$ cat config.mk
export PLATFORM = sky130hd
export DESIGN_NAME = gpr_regs
export DESIGN_NICKNAME = d
export VERILOG_FILES = /design/src/gpr_pkg.sv /design/src/gpr_regs.sv
export SDC_FILE = /design/constraint.sdc
export NUM_CORES = 1
export LEC_CHECK = 0
export BUFFER_PORTS_ARGS = -buffer_cell sky130_fd_sc_hd__buf_2
export CAP_MARGIN = 10
export CORE_UTILIZATION = 52
export DETAILED_ROUTE_END_ITERATION = 7
export PLACE_DENSITY = 0.8
export SLEW_MARGIN = 0
export SYNTH_ARGS = -nofsm -noshare
export SYNTH_HDL_FRONTEND = slang
export SYNTH_SLANG_ARGS = --single-unit
$ cat constraint.sdc
create_clock -name clk -period 2.1 [get_ports clk]
set_input_delay 0.315 -clock clk [delete_from_list [all_inputs] [get_ports clk]]
set_output_delay 0.315 -clock clk [all_outputs]
set_load 0.05 [all_outputs]
$ cat src/gpr_pkg.sv
/*
  Constants for the gigabit PHY control/status register group.
  Assumes a 16-bit management register space indexed by register number.
*/
`default_nettype none

package gpr_pkg;

  localparam int unsigned ADDR_W = 5;
  localparam int unsigned DATA_W = 16;
  localparam int unsigned EXT_ADDR_W = 9;

  localparam logic [4:0] OFF_GB_CTRL = 5'h09;
  localparam logic [4:0] OFF_GB_STAT = 5'h0A;
  localparam logic [4:0] OFF_EXT_CTRL = 5'h0B;
  localparam logic [4:0] OFF_EXT_WDATA = 5'h0C;
  localparam logic [4:0] OFF_EXT_RDATA = 5'h0D;

  localparam int unsigned CTRL_TEST_HI = 15;
  localparam int unsigned CTRL_TEST_LO = 13;
  localparam int unsigned CTRL_MAN_EN = 12;
  localparam int unsigned CTRL_MAN_VAL = 11;
  localparam int unsigned CTRL_PORT_TYPE = 10;
  localparam int unsigned CTRL_ADV_FD = 9;
  localparam int unsigned CTRL_ADV_HD = 8;

  localparam int unsigned EXT_DIR_BIT = 15;
  localparam int unsigned EXT_RSVD_HI = 14;
  localparam int unsigned EXT_RSVD_LO = 9;
  localparam int unsigned EXT_PAGE_BIT = 8;

  localparam logic [2:0] TEST_RST = 3'h0;
  localparam logic ADV_FD_RST = 1'b1;
  localparam logic [15:0] EXT_CTRL_RST = 16'h0000;
  localparam logic [15:0] EXT_WDATA_RST = 16'h0000;
  localparam logic [15:0] EXT_RDATA_RST = 16'h0000;
  localparam logic [7:0] IDLE_ERR_RST = 8'h00;

  typedef enum logic [2:0] {
    GPR_TEST_NORMAL,
    GPR_TEST_WAVEFORM,
    GPR_TEST_JITTER_MASTER,
    GPR_TEST_JITTER_SLAVE,
    GPR_TEST_DISTORTION
  } gpr_test_mode_t;

endpackage : gpr_pkg

`default_nettype wire

$ cat src/gpr_regs.sv
/*
  Gigabit control/status registers with indirect extended-register access.
  Assumes a synchronous host port and status inputs on clk; the extended
  register array lives outside and answers on the cycle it is strobed.
*/
// Design decision made here: the address-and-strobe port.
`timescale 1ns/1ns
`default_nettype none

module gpr_regs (
  input wire logic clk,
  input wire logic rst_b,
  input wire logic [gpr_pkg::ADDR_W-1:0] reg_addr,
  input wire logic [gpr_pkg::DATA_W-1:0] reg_wdata,
  input wire logic reg_wr,
  input wire logic reg_rd,
  output logic [gpr_pkg::DATA_W-1:0] reg_rdata,
  input wire logic strap_adv_half,
  input wire logic role_fault,
  input wire logic role_is_master,
  input wire logic loc_rcvr_ok,
  input wire logic rem_rcvr_ok,
  input wire logic partner_gigabit_full_capable,
  input wire logic partner_gigabit_half_capable,
  input wire logic symbol_tick,
  input wire logic idle_rx_send_n,
  input wire logic rx_error,
  output gpr_pkg::gpr_test_mode_t test_mode,
  output logic role_force_valid,
  output logic role_force_master,
  output logic role_prefer_master,
  output logic adv_gigabit_full,
  output logic adv_gigabit_half,
  output logic ext_stb,
  output logic ext_write,
  output logic [gpr_pkg::EXT_ADDR_W-1:0] ext_addr,
  output logic [gpr_pkg::DATA_W-1:0] ext_wdata,
  input wire logic [gpr_pkg::DATA_W-1:0] ext_rdata
);
  import gpr_pkg::*;

  // ****************************************
  // register state
  // ****************************************
  logic [2:0] test_q;
  logic man_en_q;
  logic man_val_q;
  logic port_type_q;
  logic adv_fd_q;
  logic adv_hd_q;
  logic strap_done_q;
  logic fault_q;
  logic [7:0] idle_err_q;
  logic [15:0] ext_ctrl_q;
  logic [15:0] ext_wdata_q;
  logic [15:0] ext_rdata_q;
  logic ext_stb_q;
  logic [15:0] rdata_q;

  // ****************************************
  // decode
  // ****************************************
  // strobe qualified by one register number
  function automatic logic bus_hit(input logic stb,
                                   input logic [ADDR_W-1:0] addr,
                                   input logic [ADDR_W-1:0] off);
    return stb && (addr == off);
  endfunction : bus_hit

  wire wr_ctrl = bus_hit(reg_wr, reg_addr, OFF_GB_CTRL);
  wire wr_ext_ctrl = bus_hit(reg_wr, reg_addr, OFF_EXT_CTRL);
  wire wr_ext_wdata = bus_hit(reg_wr, reg_addr, OFF_EXT_WDATA);
  wire rd_stat = bus_hit(reg_rd, reg_addr, OFF_GB_STAT);
  wire rd_ext_ctrl = bus_hit(reg_rd, reg_addr, OFF_EXT_CTRL);
  wire rd_ext_rdata = bus_hit(reg_rd, reg_addr, OFF_EXT_RDATA);
  wire idle_err_hit = symbol_tick && idle_rx_send_n && rx_error;
  wire idle_err_sat = (idle_err_q == 8'hFF);

  wire [15:0] ctrl_view = {test_q, man_en_q, man_val_q, port_type_q,
                           adv_fd_q, adv_hd_q, 8'h00};
  wire [15:0] stat_view = {fault_q, role_is_master, loc_rcvr_ok,
                           rem_rcvr_ok, partner_gigabit_full_capable,
                           partner_gigabit_half_capable, 2'b00,
                           idle_err_q};
  // reserved control bits 14:9 stored as written
  wire [15:0] ext_ctrl_d = reg_wdata;

  logic [15:0] rdata_d;
  always_comb begin
    rdata_d = 16'h0000;
    unique case (reg_addr)
      OFF_GB_CTRL: rdata_d = ctrl_view;
      OFF_GB_STAT: rdata_d = stat_view;
      OFF_EXT_CTRL: rdata_d = ext_ctrl_q;
      OFF_EXT_WDATA: rdata_d = ext_wdata_q;
      OFF_EXT_RDATA: rdata_d = ext_rdata_q;
      default: rdata_d = 16'h0000;
    endcase
  end

  // ****************************************
  // gigabit control
  // ****************************************
  always_ff @(posedge clk or negedge rst_b) begin
    if (!rst_b) begin
      test_q <= TEST_RST;
      man_en_q <= 1'b0;
      man_val_q <= 1'b0;
      port_type_q <= 1'b0;
      adv_fd_q <= ADV_FD_RST;
    end else if (wr_ctrl) begin
      test_q <= reg_wdata[CTRL_TEST_HI:CTRL_TEST_LO];
      man_en_q <= reg_wdata[CTRL_MAN_EN];
      man_val_q <= reg_wdata[CTRL_MAN_VAL];
      port_type_q <= reg_wdata[CTRL_PORT_TYPE];
      adv_fd_q <= reg_wdata[CTRL_ADV_FD];
    end
  end

  // strap sampled by the first clock after reset release
  always_ff @(posedge clk or negedge rst_b) begin
    if (!rst_b) begin
      adv_hd_q <= 1'b0;
      strap_done_q <= 1'b0;
    end else begin
      strap_done_q <= 1'b1;
      if (!strap_done_q) begin
        adv_hd_q <= strap_adv_half;
      end else if (wr_ctrl) begin
        adv_hd_q <= reg_wdata[CTRL_ADV_HD];
      end
    end
  end

  // ****************************************
  // gigabit status
  // ****************************************
  always_ff @(posedge clk or negedge rst_b) begin
    if (!rst_b) begin
      fault_q <= 1'b0;
    end else if (role_fault) begin
      fault_q <= 1'b1;
    end else if (rd_stat) begin
      fault_q <= 1'b0;
    end
  end

  // saturating count; new error on the read cycle restarts at one
  always_ff @(posedge clk or negedge rst_b) begin
    if (!rst_b) begin
      idle_err_q <= IDLE_ERR_RST;
    end else if (rd_stat) begin
      idle_err_q <= {7'h00, idle_err_hit};
    end else if (idle_err_hit && !idle_err_sat) begin
      idle_err_q <= idle_err_q + 8'h01;
    end
  end

  // ****************************************
  // extended register window
  // ****************************************
  always_ff @(posedge clk or negedge rst_b) begin
    if (!rst_b) begin
      ext_ctrl_q <= EXT_CTRL_RST;
      ext_wdata_q <= EXT_WDATA_RST;
      ext_stb_q <= 1'b0;
    end else begin
      ext_stb_q <= wr_ext_ctrl;
      if (wr_ext_ctrl) begin
        ext_ctrl_q <= ext_ctrl_d;
      end
      if (wr_ext_wdata) begin
        ext_wdata_q <= reg_wdata;
      end
    end
  end

  always_ff @(posedge clk or negedge rst_b) begin
    if (!rst_b) begin
      ext_rdata_q <= EXT_RDATA_RST;
    end else if (ext_stb_q && !ext_ctrl_q[EXT_DIR_BIT]) begin
      ext_rdata_q <= ext_rdata;
    end
  end

  always_ff @(posedge clk or negedge rst_b) begin
    if (!rst_b) begin
      rdata_q <= 16'h0000;
    end else begin
      rdata_q <= rdata_d;
    end
  end

  // ****************************************
  // outputs
  // ****************************************
  assign reg_rdata = rdata_q;
  assign test_mode = gpr_test_mode_t'(test_q);
  assign role_force_valid = man_en_q;
  assign role_force_master = man_en_q && man_val_q;
  assign role_prefer_master = !man_en_q && port_type_q;
  assign adv_gigabit_full = adv_fd_q;
  assign adv_gigabit_half = adv_hd_q;
  assign ext_stb = ext_stb_q;
  assign ext_write = ext_ctrl_q[EXT_DIR_BIT];
  assign ext_addr = ext_ctrl_q[EXT_PAGE_BIT:0];
  assign ext_wdata = ext_wdata_q;
endmodule : gpr_regs

`default_nettype wire

Yosys cells after proc, flatten, opt, wreduce, memory -nomap -nowiden --
Cells that the tools add are included.
Word-level totals: register bits 83, latch bits 0, RAM bits 0, memory bits (read-only) 0, bits of input ports 51, output and inout bits 51, logic and storage cells 44, memories 0
Cells by class: add/sub/neg operators 1, $mul 0, divide/modulo/power cells 0, order comparisons 0, equality and inequality tests 7, shift-type cells 0, mux-type cells 7, bitwise gates (word level) 0, reductions and logical operators 15
Operator list (number):
- $pmux W16 S5 | 1
- $eq A5 B4 Y1 const B | 5
- $mux W8 | 2
- $logic_and A1 B1 Y1 | 10
- $add A8 B1 Y8 const B | 1
- $eq A8 B8 Y1 const B | 1
- $mux W1 | 4
- $reduce_bool A2 Y1 | 2
- $logic_not A1 Y1 | 3
- $ne A2 B1 Y1 const B | 1

Longest topological paths before layout --
Gate-level depths: netlist (run 1).
word-level depth 5, mapped depth 6, gate-level depth less buffers 5

Least setup slack after synthesis (run 1) --
OpenSTA, ideal clock, no wires.
path type register -> register, start point register ext_stb_q, in the netlist ext_stb, end point register ext_rdata_q[10], setup time 0.125 ns, arrival 1.629 ns, required time 1.975 ns, path slack 0.347 ns, cell stages (with the launch flop) 5, path buffers 2, clock period less this slack 1.753 ns, cell sequence dfrtp_1 nor2b_1 clkbuf_1 buf_2 mux2_2
On the way: longest elaborated chain between the ends 1
Ends and longest elaborated chain:
- start, declared | line gpr_regs.sv:57 | logic ext_stb_q;
- start signal, assigned | line gpr_regs.sv:168 | ext_stb_q <= wr_ext_ctrl;
- $logic_and A1 B1 Y1 | line gpr_regs.sv:181 | end else if (ext_stb_q && !ext_ctrl_q[EXT_DIR_BIT]) begin
- end signal, assigned | line gpr_regs.sv:182 | ext_rdata_q <= ext_rdata;
- end, declared | line gpr_regs.sv:56 | logic [15:0] ext_rdata_q;
No other way between the ends. A chain may end at the register's enable or synchronous reset.

Worst setup path after layout (run 1) --
start point register idle_err_q[0], end point register idle_err_q[5]
On the way: longest elaborated chain between the ends 4, elaborated cells between the ends (all ways) 7, classes of those cells 1 x add/sub; 1 x eq/ne; 2 x mux; 3 x reduce/logical
Ends and longest elaborated chain:
- start, declared | line gpr_regs.sv:53 | logic [7:0] idle_err_q;
- start signal, assigned | line gpr_regs.sv:153 | idle_err_q <= {7'h00, idle_err_hit};
- start signal, assigned | line gpr_regs.sv:155 | idle_err_q <= idle_err_q + 8'h01;
- parallel branches: the longest is 4 deep, another holds $add A8 B1 Y8
Parallel ways; which one is timed is not known. The select of a mux whose other input is x is not followed.

==> run metrics, run 1 <==
status=complete, but fails checks; failing checks=DRC; Multi-input gate area=between 1000 and 1500 sq um; vias in the first global route=2,816; Async S/R FF share, synth=100%; Seq/Total Area, Yosys=roughly three fifths; H-tree depth=3; total number of vias=2,684; Fin Hold WS=roughly 0.15 ns; drt initial violations=approximately 230; cts bufs inserted=9; CTS tree=done; Setup TNS=0 ns; gr ovfl total=0; count of input and output buffers=101; row count=29; Final Hold Vio Count=0; clock skew=0.0106 ns; #FFs+latches synth=between 80 and 90; Synth top area share=57.5%; Worst Tran Pin Value=between 0.6 and 0.7 ns; Worst EP arrival=1.89 ns; Post-synth EDFFs=0; Clock Sinks=83; maxcap violations=0; min-delay src=role_fault; gpl congestion=0.822; share of layout cells above drive strength 1=around 44%; commonest cells in the netlist=dfrtp_1 (82), mux2_2 (39), a22oi_1 (26), nand2_1 (22), mux2_1 (16); wire per inst=18.8 um; Compound-Gate Fraction of Synth Area=under 10%; Slew headroom=54.3%; root buffer cell=clkbuf_8; element type at the critical path end=register; FILL cells=between 400 and 500; crit path launch type=register; Post-Synthesis Cell Area=3570 sq um; unrepaired setup endpoints after global routing=false; start of the worst register-to-register path=idle_err_q[0]; clock latency on the worst-skew pair=~0.36 ns; DP Cell Count=436; ys flop type=dfrtp_1; post-synthesis adder-cell area fraction=less than 1%; largest net degree at the start of global routing=57; Mapped Cells=between 200 and 300; io pins=102; Finished Layout Cells=453; drt first pass iters=7; dominant cells by area after synthesis=dfrtp_1 (58%), mux2_2 (12%), a22oi_1 (5.5%); CP Launch Point=idle_err_q[0]; Die ar.=7200 sq um; Antenna Cells=0; sequential cell area=2080 sq um; Vias/cell=between 5 and 6; NumNets Final=423; CTS clk-pin slew, worst paths=0.08 ns; count leader, synth=dfrtp_1; Worst Hold Class=in2reg; P&R area growth vs syn=20.8%; Unique masters post-synth=43; mux contribution to synthesized area=a little under a fifth; GRT Overall Usage=26.0%; final setup vio count=0; starting density of the core=54.9%; first-pass GRT wire length=14.1 mm; initial antenna violation count=0; post-layout util=approximately two thirds; Leak Pwr=2.23 nW; CTS Buffer Depth=2; Max Fclk=620 MHz; Core Area=6490 sq um; CP Class=reg2reg; Synth Warn #=0; Post-DP HPWL=~5.9 mm; XOR/XNOR Fraction of Synth Area=less than 1%; final WL=8.50 mm; Final ANT Viol Nets=0; Synth Area per Inst=13.1 sq um; fin worst setup slack=about 0.49 ns; worst endpoint required time=2.37 ns; Worst VDD drop=0.000455 V; largest family of logic cells by synthesized area=multiplexers; fin crit share=between 70% and 80%; overall die width=84.8 um; number of remaining DRC errors=7; Synth Area in Simple Gates=under 10%; Worst Path Max Fanout=5; power per cell area=990 nW/um^2; die height=84.8 um; Setup WS pre-CTS=0.256 ns; Post-CTS Setup Inserts=0; Max Slew Vio Count=0; area leader, netlist=dfrtp_1; post-synthesis net count=325; Tmin final=1.61 ns
## sequential cells by signal (all words and copies together), names as in the netlist, 3 cells and up
register / count
ext_ctrl_q: 16
reg_rdata: 16
test_mode: 3
idle_err_q: 8
ext_wdata: 16
ext_rdata_q: 16
## routing by layer
| layer | vias to the layer above | track usage [%] | wire (um) |
|---|---|---|---|
| li1 | 1190 | - | - |
| met1 | 1350 | 35.2 | 3640 |
| met2 | 122 | 40.7 | 4150 |
| met3 | 22 | 4.38 | 475 |
| met4 | 0 | 13.7 | 235 |
| met5 | - | 0 | 0 |
## worst max-delay path, stage by stage, from the launching register on
cell,delay (ns)
dfrtp_1,0.45
ha_1,0.28
nand3_1,0.12
nor2_1,0.10
or4_1,0.42
a21oi_1,0.16
## logic make-up (layout without fill, tap and decap cells)
kind of cell               count (synthesis)  in the layout
other                                      1              1
xor gates and xnor gates                   1              1
muxes                                     59             59
DFF                                       83             83
and+or+nand+nor                           63             63
AOI/OAI and AO/OA                         44             44
adders and majority gates                  1              1
buffers and inverters                     21            124
## final cells by class
class,count,area share (%)
multi-input combinational,169,31.7
clock buffer,11,3.28
tap,77,2.24
sequential,83,48.2
clock inverter,5,1.22
timing repair buffer,108,13.4
## worst paths after layout
path	end	slack, ns	cells after the start
max in group asynchronous	adv_gigabit_full	1.02	3
max reg2reg	idle_err_q[5]	0.49	5
min reg2reg	adv_gigabit_half	0.44	1
max	idle_err_q[5]	0.49	5
min	fault_q	0.15	2
min in group asynchronous	ext_wdata[10]	0.42	2
## stage by stage
step	power [W]	area, sq um
after floorplan	0.00285	3570
after global placement	0.00312	4100
after global routing	0.00444	4310
final	0.00426	4310
after CTS	0.00428	4310
after detailed placement	0.00316	4100
## repair_timing
item,in CTS,in global routing
hold buffers,1,0
gates resized for setup,0,0
endpoints found under the hold margin,27,0
setup endpoints to repair,0,0
## report_power, final
part	switching, W	internal (W)
logic	0.000730	0.000325
registers	0.000215	0.00186
clock network	0.000557	0.000576
## cells in the final DEF (no fill, tap or decap), types with 2 or more instances in the layout
| master | count |
|---|---|
| mux2_2 | 39 |
| mux2i_1 | 4 |
| nor2_1 | 7 |
| nand3_1 | 7 |
| a222oi_1 | 5 |
| a22oi_1 | 26 |
| nand2b_1 | 2 |
| and3_1 | 3 |
| nor2b_1 | 2 |
| dfrtp_1 | 82 |
| nor3_1 | 3 |
| and2_1 | 2 |
| or4_1 | 2 |
| o21ai_0 | 2 |
| nand2_1 | 22 |
| clkbuf_8 | 10 |
| clkinv_2 | 3 |
| a21oi_1 | 5 |
| mux2_1 | 16 |
| buf_4 | 6 |
| a211oi_1 | 2 |
| buf_2 | 100 |
Note: power is estimated with default switching activity, not from simulation.
==> run 2, diff against run 1 <==
--- a/config.mk
+++ b/config.mk
@@ -7,9 +7,9 @@
 export LEC_CHECK = 0
 export BUFFER_PORTS_ARGS = -buffer_cell sky130_fd_sc_hd__buf_2
 export CAP_MARGIN = 10
-export CORE_UTILIZATION = 52
+export CORE_UTILIZATION = 47
 export DETAILED_ROUTE_END_ITERATION = 7
-export PLACE_DENSITY = 0.8
+export PLACE_DENSITY = 0.76
 export SLEW_MARGIN = 0
 export SYNTH_ARGS = -nofsm -noshare
 export SYNTH_HDL_FRONTEND = slang
==> constraint.sdc (replaced) <==
create_clock -name clk -period 1.35 [get_ports clk]
set_input_delay 0.2025 -clock clk [delete_from_list [all_inputs] [get_ports clk]]
set_output_delay 0.2025 -clock clk [all_outputs]
set_load 0.05 [all_outputs]
==> run 2 against run 1 <==
Compared with the run above: the run ends with setup timing left; first-iteration DRC count up 21%; combinational power is 81% higher; critical path depth down 1; critical endpoint unchanged; largest power group unchanged.
==> run metrics, run 2 (synthesized netlist as in run 1, its figures left out) <==
unrepaired setup endpoints after global routing=true; Worst EP arrival=1.71 ns (-0.18 ns); overall die width=89.1 um (+5.1%); cts bufs inserted=9 (unchanged); Leak Pwr=2.43 nW (+8.9%); H-tree depth=3 (unchanged); worst endpoint required time=1.62 ns (-0.75 ns); first-pass GRT wire length=14.2 mm (+0.73%); fin crit share=106% (+29 points); total number of vias=2,747 (+2.3%); Post-DP HPWL=6.41 mm (+9.4%); Final Hold Vio Count=0 (unchanged); status=complete, but fails checks; gpl congestion=0.861 (+4.7%); initial antenna violation count=0 (unchanged); final setup vio count=4 (+4); Fin Hold WS=0.0591 ns (-0.0893 ns); drt initial violations=276 (+21%); maxcap violations=0 (unchanged); Antenna Cells=0 (unchanged); element type at the critical path end=register; crit path launch type=register; Worst Tran Pin Value=0.505 ns (-0.180 ns); clock skew=0.00849 ns (-0.00214 ns); most common cell after layout, fill and taps aside=buf_2; max incr delay on CP=0.47 ns (+0.02 ns); crit path max-delay cell type=or4_1; Max Slew Vio Count=0 (unchanged); count of input and output buffers=101 (unchanged); post-layout util=65.2% (-1.1 points); power per cell area=1460 nW/um^2 (+47%); critical path's top delay family=simple AND/OR/NAND/NOR gates; P&R area growth vs syn=33.3%; number of remaining DRC errors=0 (-7); Max Fclk=697 MHz (+13%); crit path buf inv count=0 (unchanged); vias in the first global route=2,743 (-2.6%); Slew headroom=66.3% (+12 points); starting density of the core=48.9% (-6.0 points); share of layout cells above drive strength 1=55.2% (+11 points); CTS clk-pin slew, worst paths=0.09 ns (about the same); drt first pass iters=5 (-2); GRT Overall Usage=24.4% (-1.6 points); Worst Path Max Fanout=4 (-1); CP Class=reg2reg; fin worst setup slack=-0.0839 ns (-0.570 ns); Clock Sinks=83 (unchanged); Tmin final=1.43 ns (-0.180 ns); clock latency on the worst-skew pair=0.35 ns (about the same); largest net degree at the start of global routing=36 (-37%); final WL=9.16 mm (+7.8%); row count=31 (+6.9%); Tot Pwr=0.00693 W (+63%); failing checks=setup timing; Die ar.=7940 sq um (+10%); die height=89.1 um (+5.1%); Post-Layout Inst Area=4760 sq um (+10%); Final ANT Viol Nets=0 (unchanged); Critical Path, Cell by Cell=nand3_2 -> or2_4 -> or4_1 -> a21oi_1; Placed Instance Area=4480 sq um (+9.2%); io pins=102 (unchanged); CTS tree=done; gr ovfl total=0 (unchanged); wire per inst=18.2 um (-2.9%); Core Area=7290 sq um (+12%); Worst Hold Class=in2reg; CTS Buffer Depth=2 (unchanged); leading cell types in the layout, fill and taps excluded=buf_2 (97), dfrtp_1 (80), mux2_2 (39); Vias/cell=5.46 (-7.8%); NumNets Final=451 (+6.6%); root buffer cell=clkbuf_8; Worst VDD drop=0.000834 V (+83%)
## run 2: cell types whose count changed in the layout (fill, tap and decap cells not counted), moves of 3 or more
cell        before  now
buf_4            6   30
mux2_1          16    2
mux2_4           0   14
buf_12           1    7
buf_2          100   97
clkinvlp_4       1    4
## run 2: final timing paths
check,start,to,slack [ns],depth (start not counted)
hold / removal,role_fault,fault_q,0.06,2
setup / recovery,idle_err_q[0],idle_err_q[5],-0.08,4
max in group asynchronous,rst_b,ext_stb,0.59,3
min in group asynchronous,rst_b,ext_rdata_q[14],0.28,2
setup reg to reg,idle_err_q[0],idle_err_q[5],-0.08,4
hold reg to reg,strap_done_q,adv_gigabit_half,0.47,1
## run 2: cell type report
cell class / instances / area [sq um]
flip-flops and latches: 83 / 2080
well taps: 99 / 124
clock inverters: 6 / 65.1
clock buffers: 10 / 138
multi-input cells: 169 / 1480
fillers: 593 / 2540
repair buffers: 136 / 872
## run 2: stage by stage
stage / setup TNS (ns) / setup WS [ns] / cells
floorplan: -0.842 / -0.0648 / 273
global placement: -5.62 / -0.207 / 483
detailed placement: -6.64 / -0.220 / 483
CTS: -0.0580 / -0.0580 / 503
global route: -0.475 / -0.120 / 503
finish: -0.152 / -0.0839 / 503
## run 2: worst register-to-register path, delay by kind of cell, from the launching register on
kind	cells	cell delay (ns)
AND/OR/NAND/NOR	3	0.82
AO/OA/AOI/OAI	1	0.13
flip-flops	1	0.41
## run 2: routing by layer
| layer | track usage [%] | wire length, um |
|---|---|---|
| met1 | 33.2 | 4000 |
| met2 | 38.5 | 4430 |
| met3 | 5.63 | 559 |
| met4 | 8.51 | 163 |
| met5 | 0 | 0 |
## run 2: timing repair
| item | CTS | global route |
|---|---|---|
| buffers inserted | 3 | 0 |
| endpoints found under the setup margin | 8 | 8 |
| pin swaps | 2 | 1 |
| gates resized for setup | 10 | 2 |
| hold buffers | 1 | 0 |
| hold endpoints to repair | 17 | 0 |
## run 2: power by group
| part | leakage (nW) | internal [W] | switching (W) | total (W) |
|---|---|---|---|---|
| clock network | 0.0905 | 0.000901 | 0.000897 | 0.00180 |
| logic | 1.27 | 0.000694 | 0.00122 | 0.00192 |
| registers | 1.07 | 0.00289 | 0.000325 | 0.00322 |
